==> src/pkg/spd_pkg.sv <==
// constants, register map and field layout of the serial-to-parallel converter
//
// Notes on behaviour
// edge mode select high: one serial bit taken per clock, rising edge only
// edge mode select low: two serial bits taken per clock, both edges
// edge mode select resets low, so dual-edge capture is the default
// input select picks primary or alternate serial input; primary by default
// every control bit resets to zero, reading as logic low
// state is only trusted after a reset has been applied
// while master reset is held, the internal clock stays stopped
// after reset release the first bit is taken after a short start holdoff
// dual-edge mode: bit reaches the parallel outputs 6 clocks after sampling
// rising-only mode: bit reaches the parallel outputs 8 clocks after sampling
// a recognised slip request drops one bit, moving each bit one place lower
// dual-edge mode: slip request must stay high two consecutive clocks
// rising-only mode: slip request must stay high three consecutive clocks
// each slip pulse gives exactly one bit of shift, one per pulse
// clock gate is sampled synchronously; asserted, it stops internal clock
// while gated off nothing moves and no partial word step occurs
// suspension begins at the clock edge after the gate bit goes high
// operation resumes at the edge after the gate bit goes low
// dual-edge mode: word framing clock is the input clock divided by 4
// rising-only mode: word framing clock is the input clock divided by 8
// earliest bit of a word lands on the lowest parallel output
// reset acts asynchronously, clearing sampling and framing state at once
// parallel outputs change once per word, in step with the framing clock
`default_nettype none

package spd_pkg;

  // ------------------------------------------------------------------
  // register map
  // ------------------------------------------------------------------
  localparam logic [7:0] CTRL_OFS = 8'h00;
  localparam logic [7:0] STAT_OFS = 8'h04;

  // control fields
  localparam int CTRL_EDGE_BIT = 0;
  localparam int CTRL_SEL_BIT  = 1;
  localparam int CTRL_GATE_BIT = 2;
  localparam int CTRL_SRST_BIT = 3;
  localparam logic [3:0] CTRL_RESET = 4'h0;

  // status fields
  localparam int STAT_WORD_LSB  = 0;
  localparam int STAT_COUNT_LSB = 8;
  localparam int STAT_RUN_BIT   = 24;
  localparam int STAT_PEND_BIT  = 25;

  // ------------------------------------------------------------------
  // timing
  // ------------------------------------------------------------------
  localparam int WORD_BITS  = 8;
  localparam int DUAL_EXTRA = 2;
  localparam int RISE_EXTRA = 4;
  localparam logic [1:0] SLIP_DUAL  = 2'h2;
  localparam logic [1:0] SLIP_RISE  = 2'h3;
  localparam logic [1:0] START_HOLD = 2'h2;
  localparam logic [3:0] WCLK_HALF  = 4'h4;

endpackage : spd_pkg

`default_nettype wire

==> src/logic/spd_conv.sv <==
// one-to-eight serial-to-parallel converter with an AHB-Lite control port
`default_nettype none

module spd_conv #(
  parameter int ADDR_W = 32
) (
  input  wire logic              hclk,
  input  wire logic              hresetn,
  input  wire logic              hsel,
  input  wire logic [ADDR_W-1:0] haddr,
  input  wire logic [1:0]        htrans,
  input  wire logic              hwrite,
  input  wire logic [2:0]        hsize,
  input  wire logic [31:0]       hwdata,
  input  wire logic              hready,
  output logic                   hreadyout,
  output logic                   hresp,
  output logic      [31:0]       hrdata,
  input  wire logic [1:0]        serial_in_primary,
  input  wire logic [1:0]        serial_in_alternate,
  input  wire logic              bit_slip_req,
  output logic      [7:0]        parallel_out,
  output logic                   word_clk
);

  if (ADDR_W < 8) begin : g_chk
    $error("spd_conv: ADDR_W must be at least 8");
  end

  // ------------------------------------------------------------------
  // state
  // ------------------------------------------------------------------
  typedef struct packed {
    logic [1:0]       sa1;
    logic [1:0]       sa2;
    logic [1:0]       sb1;
    logic [1:0]       sb2;
    logic             slip1;
    logic             slip2;
    logic             edge_sel;
    logic             in_sel;
    logic             gate;
    logic             srst;
    logic [3:0][1:0]  dly;
    logic [3:0]       dv;
    logic [7:0]       bitbuf;
    logic [3:0]       cnt;
    logic [7:0]       par;
    logic             emit;
    logic             wclk;
    logic [1:0]       hold;
    logic [1:0]       slip_cnt;
    logic             fired;
    logic             slip_pend;
    logic [15:0]      words;
    logic             a_ph;
    logic             a_wr;
    logic [7:0]       a_addr;
    logic [31:0]      rdata;
  } spd_state_s;

  spd_state_s s_r;
  spd_state_s s_nxt;

  logic       run;
  logic [1:0] lane;
  logic [1:0] tap;
  logic       tap_v;
  logic       drop;
  logic [1:0] need;

  always_comb begin
    s_nxt = s_r;
    drop  = 1'b0;
    // synchronisers: first stage feeds only the second
    s_nxt.sa1   = serial_in_primary;
    s_nxt.sa2   = s_r.sa1;
    s_nxt.sb1   = serial_in_alternate;
    s_nxt.sb2   = s_r.sb1;
    s_nxt.slip1 = bit_slip_req;
    s_nxt.slip2 = s_r.slip1;

    run  = !s_r.srst && !s_r.gate && (s_r.hold == 2'h0);
    lane = s_r.in_sel ? s_r.sb2 : s_r.sa2;
    tap   = s_r.edge_sel ? s_r.dly[spd_pkg::RISE_EXTRA-1]
                         : s_r.dly[spd_pkg::DUAL_EXTRA-1];
    tap_v = s_r.edge_sel ? s_r.dv[spd_pkg::RISE_EXTRA-1]
                         : s_r.dv[spd_pkg::DUAL_EXTRA-1];
    need  = s_r.edge_sel ? spd_pkg::SLIP_RISE : spd_pkg::SLIP_DUAL;
    s_nxt.emit = 1'b0;

    // ------------------------------------------------------------------
    // slip qualifier: counts consecutive high cycles, fires once per pulse
    // ------------------------------------------------------------------
    if (s_r.slip2) begin
      if (s_r.slip_cnt < need) begin
        s_nxt.slip_cnt = s_r.slip_cnt + 2'h1;
      end
      if ((s_r.slip_cnt + 2'h1 == need) && !s_r.fired) begin
        s_nxt.fired     = 1'b1;
        s_nxt.slip_pend = 1'b1;
      end
    end else begin
      s_nxt.slip_cnt = 2'h0;
      s_nxt.fired    = 1'b0;
    end

    if (s_r.srst) begin
      // soft master reset clears the datapath and restarts the holdoff
      s_nxt.dv        = 4'h0;
      s_nxt.cnt       = 4'h0;
      s_nxt.bitbuf    = 8'h00;
      s_nxt.wclk      = 1'b0;
      s_nxt.hold      = spd_pkg::START_HOLD;
      s_nxt.slip_pend = 1'b0;
    end else if (!s_r.gate && s_r.hold != 2'h0) begin
      s_nxt.hold = s_r.hold - 2'h1;
    end else if (run) begin
      // fixed delay line sets the end-to-end latency per mode
      s_nxt.dly = {s_r.dly[2:0], lane};
      s_nxt.dv  = {s_r.dv[2:0], 1'b1};
      if (tap_v) begin
        drop = s_r.slip_pend;
        if (drop) begin
          s_nxt.slip_pend = s_nxt.fired && !s_r.fired;
        end
        for (int k = 0; k < 2; k++) begin
          if (k == 0 || !s_r.edge_sel) begin
            if (drop) begin
              drop = 1'b0;
            end else begin
              s_nxt.bitbuf[s_nxt.cnt[2:0]] = tap[k];
              s_nxt.cnt = s_nxt.cnt + 4'h1;
              if (s_nxt.cnt == 4'(spd_pkg::WORD_BITS)) begin
                s_nxt.par   = s_nxt.bitbuf;
                s_nxt.emit  = 1'b1;
                s_nxt.cnt   = 4'h0;
                s_nxt.words = s_r.words + 16'h0001;
              end
            end
          end
        end
        s_nxt.wclk = s_nxt.cnt < spd_pkg::WCLK_HALF;
      end
    end

    // ------------------------------------------------------------------
    // AHB-Lite slave, zero wait states
    // ------------------------------------------------------------------
    if (s_r.a_ph && s_r.a_wr) begin
      if (s_r.a_addr == spd_pkg::CTRL_OFS) begin
        s_nxt.edge_sel = hwdata[spd_pkg::CTRL_EDGE_BIT];
        s_nxt.in_sel   = hwdata[spd_pkg::CTRL_SEL_BIT];
        s_nxt.gate     = hwdata[spd_pkg::CTRL_GATE_BIT];
        s_nxt.srst     = hwdata[spd_pkg::CTRL_SRST_BIT];
      end
    end
    s_nxt.a_ph   = hsel && htrans[1] && hready;
    s_nxt.a_wr   = hwrite;
    s_nxt.a_addr = haddr[7:0];
    s_nxt.rdata  = 32'h0000_0000;
    if (hsel && htrans[1] && hready && !hwrite) begin
      if (haddr[7:0] == spd_pkg::CTRL_OFS) begin
        s_nxt.rdata[spd_pkg::CTRL_EDGE_BIT] = s_r.edge_sel;
        s_nxt.rdata[spd_pkg::CTRL_SEL_BIT]  = s_r.in_sel;
        s_nxt.rdata[spd_pkg::CTRL_GATE_BIT] = s_r.gate;
        s_nxt.rdata[spd_pkg::CTRL_SRST_BIT] = s_r.srst;
      end else if (haddr[7:0] == spd_pkg::STAT_OFS) begin
        s_nxt.rdata[spd_pkg::STAT_WORD_LSB +: 8]   = s_r.par;
        s_nxt.rdata[spd_pkg::STAT_COUNT_LSB +: 16] = s_r.words;
        s_nxt.rdata[spd_pkg::STAT_RUN_BIT]         = run;
        s_nxt.rdata[spd_pkg::STAT_PEND_BIT]        = s_r.slip_pend;
      end
    end
  end

  // ------------------------------------------------------------------
  // registers
  // ------------------------------------------------------------------
  always_ff @(posedge hclk or negedge hresetn) begin
    if (!hresetn) begin
      s_r      <= '0;
      s_r.hold <= spd_pkg::START_HOLD;
      {s_r.edge_sel, s_r.in_sel, s_r.gate, s_r.srst} <=
        spd_pkg::CTRL_RESET;
    end else begin
      s_r <= s_nxt;
    end
  end

  assign hreadyout    = 1'b1;
  assign hresp        = 1'b0;
  assign hrdata       = s_r.rdata;
  assign parallel_out = s_r.par;
  assign word_clk     = s_r.wclk;
endmodule : spd_conv

`default_nettype wire

==> config.mk <==
export PLATFORM = sky130hd
export DESIGN_NAME = spd_conv
export DESIGN_NICKNAME = d
export VERILOG_FILES = /design/src/pkg/spd_pkg.sv /design/src/logic/spd_conv.sv
export SDC_FILE = /design/constraint.sdc
export NUM_CORES = 1
export LEC_CHECK = 0
export CAP_MARGIN = 20
export CORE_AREA = 2 2 96 98
export CTS_CLUSTER_DIAMETER = 80
export CTS_CLUSTER_SIZE = 20
export DETAILED_ROUTE_END_ITERATION = 8
export DIE_AREA = 0 0 98 100
export DONT_BUFFER_PORTS = 1
export HOLD_SLACK_MARGIN = 0.15
export PLACE_DENSITY_LB_ADDON = 0.12
export SLEW_MARGIN = 20
export SYNTH_ARGS = -nofsm -noshare
export SYNTH_HDL_FRONTEND = slang
export SYNTH_SLANG_ARGS = --single-unit
==> constraint.sdc <==
create_clock -name hclk -period 4.9 [get_ports hclk]
set_input_delay 0.735 -clock hclk [delete_from_list [all_inputs] [get_ports hclk]]
set_output_delay 0.735 -clock hclk [all_outputs]
set_load 0.01 [all_outputs]
==> summary.md, run 1 <==
| Metric | Value |
|---|---|
| Post-route setup TNS | 0 ps |
| Gr ovfl total | 0 |
| Synthesized netlist cell count | 492 |
| Row count | 35 |
| H-tree Lvls | 3 |
| Crit-path cells | or2_2 -> a31o_1 -> and2_1 -> clkinv_1 -> ha_1 -> nor2b_1 -> and3_1 -> o311ai_1 -> o21bai_2 -> nor4b_2 -> xor2_1 |
| Antenna violations before repair | 0 |
| Clk buf depth | 2 |
| Worst VDD drop | 0.147 mV |
| Critical Path RT | 5200 ps |
| Die X | 98 um |
| Count leader, synth | dfrtp_1 |
| Met2 routed WL | 4.54 mm |
| DRT met1 WL | 4.49 mm |
| WS Path Type | reg2reg |
| Antenna-violating nets left | 0 |
| Hold WC Path Type | in2async |
| Util after Layout | 57.5% |
| Met3 wire len | 398 um |
| Crit path buf inv count | 1 |
| Tcrit/Tclk final | 79.5% |
| CP peak stage delay | 630 ps |
| Die area | 0.00980 mm2 |
| CP endpoint | s_r[53] |
| DP Worst Slack | 1080 ps |
| First-pass DRT Iterations | 4 |
| Leak | 0.00231 uW |
| Worst setup EP type | flop |
| Stages on worst setup path | 11 |
| Post-CTS Setup Repair Bufs | 0 |
| Ys flop type | dfrtp_1 |
| Post-synth EDFFs | 0 |
| Syn avg cell area | 10.4 um2 |
| Crit path from | s_r[58] |
| RR Startpoint | s_r[58] |
| # setup viols final | 0 |
| Hold Vio Cnt, Final | 0 |
| Seq cells post-synth | 103 |
| Top Layer Used | met4 |
| Design Area, Final | 0.00511 mm2 |
| N_diodes | 0 |
| Syn Std Cell Area | 0.00511 mm2 |
| Die Y-Extent | 100 um |
| CP top delay family | simple AND/OR/NAND/NOR gates |
| Critical path startpoint category | flop |
| Fillers | 767 |
| PnR worst setup slack | 1000 ps |
| TritonCTS clock tree | done |
| Dpl cell area | 0.00490 mm2 |
| Worst-Margin Slew | 887 ps |
| Initial Utilization | 57.5% |
| Max Fclk | 257 MHz |
| Crit path max fanout | 16 |
| RSZ-0062 raised after global routing | no |
| Slowest CP cell | o21bai_2 |
| Detailed placement HPWL | 6.25 mm |
| Worst slew margin | 40.6% |
| Post-synth ARST share | 100% |
| Seq/Total Area, Yosys | 50.5% |
| Largest cells by area after synthesis | dfrtp_1 50%, buf_4 6.3%, mux2i_1 4.5%, and2_1 2.9%, mux2_2 2.9% |
| CTS buffer count | 9 |
| Share of Yosys cell area claimed by the top area cell type | 50.0% |
| Share of cells above drive strength 1 | 11.4% |
| Via count | 3246 |
| Hold WS | 198 ps |
| Vias in the first global route | 3150 |
| Tot GR Track Use | 21.1% |
| Max-slew violations | 0 |
| MaxCap Viol Count | 0 |
| Yosys top cell by area | dfrtp_1 |
| Setup Skew | 15.4 ps |
| Overall routed net length | 9.60 mm |
| CTS Sinks | 103 |
| Worst-path clk slew | 110 ps |
| Crit path time final | 3900 ps |
| Pin count of the biggest net entering global routing | 103 |
| Final nets | 537 |
| Commonest cells post-synth | 102 x dfrtp_1, 43 x buf_4, 35 x nor2_1 |
| Root Buffer Master | clkbuf_8 |
| Pwr/cell area | 314 mW/mm2 |
| Initial DRC Count | 174 |
| First-pass GRT wire length | 16.4 mm |
| Outcome | finished, final reports clean |
| R2R setup slack | 1000 ps |
| P&R area growth vs syn | 0.0734% |
| IO Port Bufs | 0 |
| Reg2reg end | s_r[53] |
| DR WL/cell | 16.9 um |
| R2R depth | 11 |
| CORE AREA | 0.00889 mm2 |
| Number of remaining DRC errors | 0 |
| Warnings from Yosys | 0 |
| Drt via density | 5.71 |
| IO Count | 122 |
| Clk_lat worst skew | 370 ps |
| CP arrival | 4190 ps |
| Routability Congestion | 0.904 |
| Post-synth cell types | 60 |
## repair_timing
item,CTS,global route
resized for setup,0,0
setup endpoints to repair,0,0
hold buffers,1,0
endpoints found under the hold margin,102,0
## cell families (layout without fill, tap and decap cells)
logic type,count (synthesis),after routing,share of synthesized area (%)
other cells,2,8,0.147
simple gates,165,165,17.4
xor+xnor,24,24,4.11
buf+inv,75,34,9.06
flops,103,103,50.5
compound gates,81,81,9.99
fa+ha+maj,6,6,1.47
mux,36,36,7.37
## cells in the final DEF (no fill, tap or decap), types with 4 or more instances in the layout
cell type and count:
nor2_1 34, o21ai_1 6, nand2b_1 6, nand2_1 30, and2_1 24, mux2i_1 23
mux2_2 13, nand3_1 23, o21ai_0 27, clkbuf_8 9, nor2b_1 4, conb_1 8
xnor2_1 16, buf_4 7, dfrtp_1 102, nand4_1 7, inv_6 4, a21oi_1 21
and3_1 6, inv_1 8, nor3_1 9, ha_1 6, xor2_1 8
## worst min-delay path by stage
stage / from / end / slack (ps) / cells past startpoint
after floorplan: s_nxt[102] / s_r[102] / 330 / 0
after global placement: s_nxt[105] / s_r[105] / 330 / 0
after detailed placement: s_nxt[105] / s_r[105] / 330 / 0
after CTS: hresetn / s_r[63] / 180 / 0
after global routing: hresetn / s_r[63] / 170 / 0
final: hresetn / s_r[63] / 200 / 0
## where the power goes
part	leakage (uW)	switching, uW	internal [uW]
Clock	0.0000961	316	200
Combinational	0.000848	93.7	60.4
Sequential	0.00137	48.0	889
## layout make-up
type,instances,area [um2],share of cell area (%)
clock inverter,6,57.6,1.13
timing repair buffer,8,80.1,1.57
multi-input combinational,320,2090,40.9
tap,111,139,2.72
sequential,103,2580,50.4
inverter,10,37.5,0.734
clock buffer,10,128,2.50
## through the flow
stage	std cells	total power (uW)
final	568	1610
after global routing	568	1680
after CTS	568	1630
after detailed placement	551	1090
after global placement	551	1080
after floorplan	498	1050
## registers in the layout, indices dropped and copies added, names as in the netlist
register and cells:
word_clk 1, hrdata 26, s_nxt 5, parallel_out 8
s_r 63
## metal layers
metal,vias to the layer above,GRT usage (%)
li1,1565,-
met1,1595,29.3
met2,74,33.1
met3,12,4.46
met4,0,7.26
met5,-,0
## worst reg2reg max path: stages (launching register included)
cell      delay [ps]
dfrtp_1          620
or2_2            480
a31o_1           200
and2_1           280
clkinv_1         230
ha_1             270
nor2b_1          220
and3_1           200
o311ai_1         160
o21bai_2         630
nor4b_2          380
xor2_1           180
(Power assumes the default switching activity.)
==> inputs of run 2 (changes only) <==
clock period = 3.7 ns   (was 4.9 ns; I/O delays follow)
==> run 2 against run 1 <==
Compared with the run above:
- power grew 32%
- sequential power grew 31%
- critical endpoint unchanged
- core utilization grew 0.96 points
- die area is the same
- clock power grew 28%
- routed wire length shrank 0.99%
- final area grew 1.7%
==> summary.md, run 2 (synthesis results as in run 1) <==
| Metric | Value |
|---|---|
| IO Port Bufs | 0 (unchanged) |
| Initial DRC Count | 148 (-15%) |
| Max reg flops | 63 (unchanged) |
| Pwr/cell area | 407 mW/mm2 (+29%) |
| Switching power | 597 uW (+30%) |
| N_diodes | 0 (unchanged) |
| Detailed placement HPWL | 6.35 mm (+1.6%) |
| CTS buffer count | 9 (unchanged) |
| Commonest non-fill, non-tap cells in the layout | 102 x dfrtp_1, 34 x nor2_1, 30 x nand2_1 |
| Vias in the first global route | 3022 (-4.1%) |
| Routability Congestion | 0.867 (-4.0%) |
| Die Y-Extent | 100 um (unchanged) |
| # setup viols final | 0 (unchanged) |
| H-tree Lvls | 3 (unchanged) |
| First-pass GRT wire length | 15.7 mm (-4.4%) |
| Hold WC Path Type | in2reg |
| CORE AREA | 0.00889 mm2 (unchanged) |
| Worst slew margin | 59.6% (+19 points) |
| DR WL/cell | 16.5 um (-2.5%) |
| Antenna-violating nets left | 0 (unchanged) |
| Cells on Worst Hold Path | 0 |
| WS Path Type | reg2reg |
| Util after Layout | 58.5% (+0.96 points) |
| Hold Vio Cnt, Final | 0 (unchanged) |
| Flop pwr share | 58.3% (about the same) |
| Reg with most FFs | s_r |
| Setup Skew | 17.7 ps (+2.30 ps) |
| Outcome | finished, final reports clean |
| Pin count of the biggest net entering global routing | 104 (+0.97%) |
| Worst-path clk slew | 110 ps (about the same) |
| RSZ-0062 raised after global routing | no |
| DP Worst Slack | 608 ps (-475 ps) |
| R2R setup slack | 590 ps (-420 ps) |
| Max Fclk | 321 MHz (+25%) |
| R2R depth | 13 (+2) |
| Die X | 98 um (unchanged) |
| Max-slew violations | 0 (unchanged) |
| Layout Cells excl Fill | 577 (+1.6%) |
| Clk_lat worst skew | 370 ps (about the same) |
| Number of remaining DRC errors | 0 (unchanged) |
| Via count | 3238 (-0.25%) |
| Row count | 35 (unchanged) |
| Final nets | 547 (+1.9%) |
| Crit path time final | 3110 ps (-784 ps) |
| P&R area growth vs syn | 1.74% |
| Worst VDD drop | 0.198 mV (+34%) |
| Tot GR Track Use | 20.3% (-0.77 points) |
| Leak | 0.00236 uW (+2.0%) |
| PnR worst setup slack | 587 ps (-416 ps) |
| IO Count | 122 (unchanged) |
| Share of cells above drive strength 1 | 13.1% (+1.7 points) |
| Switching Share | 28.2% (-0.26 points) |
| Crit path max fanout | 23 (+7) |
| Worst hold path startpoint | haddr[5] |
| Worst-Margin Slew | 605 ps (-283 ps) |
| Clock share of power | 31.3% (-0.8 points) |
| Die area | 0.00980 mm2 (unchanged) |
| Root Buffer Master | clkbuf_8 |
| CTS Sinks | 103 (unchanged) |
| Initial Utilization | 57.5% (unchanged) |
| Worst setup EP type | flop |
| CP arrival | 3410 ps (-780 ps) |
| Cell-internal power | 1520 uW (+32%) |
| Drt via density | 5.61 (-1.8%) |
| Critical path startpoint category | flop |
| Combinational Power Share | 10.4% (+0.8 points) |
| Gr ovfl total | 0 (unchanged) |
| Antenna violations before repair | 0 (unchanged) |
| Hold path endpoint | s_r[37] |
| Post-route setup TNS | 0 ps (unchanged) |
| Overall routed net length | 9.51 mm (-0.99%) |
| Most common cell after layout, fill and taps aside | dfrtp_1 |
| Clk buf depth | 2 (unchanged) |
| DP Cell Count | 560 (+1.6%) |
| Tcrit/Tclk final | 84.1% (+4.6 points) |
| Critical Path RT | 3990 ps (-1210 ps) |
| MaxCap Viol Count | 0 (unchanged) |
| Reg2reg end | s_r[53] |
| TritonCTS clock tree | done |
| First-pass DRT Iterations | 4 (unchanged) |
| RR Startpoint | s_r[74] |
run 2: final cells by class:
cell class / count / area (um2)
fillers: 771 / 3690
flip-flops and latches: 103 / 2580
multi-input cells: 320 / 2090
repair buffers: 18 / 170
well taps: 111 / 139
clock buffers: 9 / 124
clock inverters: 6 / 56.3
inverters: 10 / 37.5
run 2: metal layers:
layer | global-route usage, % | wire (um)
met4 | 7.80 | 162
met3 | 3.62 | 458
met1 | 28.0 | 4310
met2 | 32.3 | 4580
met5 | 0 | 0
run 2: how the worst max path moves through the flow:
stage,startpoint,endpoint,slack (ps),cells past startpoint
2_1_floorplan,s_r[74],s_r[43],700,13
3_3_place_gp,s_r[74],s_r[57],630,13
3_5_place_dp,s_r[74],s_r[53],610,13
4_1_cts,s_r[74],s_r[53],570,13
5_1_grt,s_r[74],s_r[57],290,13
6_report,s_r[74],s_r[53],590,13
run 2: power by group through the flow:
stage	clock network (uW)	logic, uW	registers [uW]
4_1_cts	687	223	1230
5_1_grt	724	246	1240
3_5_place_dp	0	195	1260
6_report	662	220	1230
3_3_place_gp	0	190	1250
2_1_floorplan	0	163	1230
run 2: what timing repair did:
action                                 CTS  global route
hold buffers                             2             0
buffers inserted                         0             0
endpoints found under the hold margin  103             0
gates resized for setup                  0             0
run 2: per-stage QoR:
stage                     hold slack (ps)  area, um2  power (uW)
after floorplan                       259       5130        1390
after global placement                262       4980        1440
after detailed placement              262       4980        1450
after CTS                             188       5190        2140
after global routing                  177       5200        2210
final                                 195       5200        2120
run 2: critical path: stages (launching register included):
cell      delay (ps)
dfrtp_1          410
buf_4            180
or2_2            380
a31o_1           210
and2_1           160
clkinv_1          60
ha_1             220
nor2b_1          210
and3_1           210
o311ai_1         150
o21bai_2         240
buf_12           190
nor4b_2          230
xor2_1           180
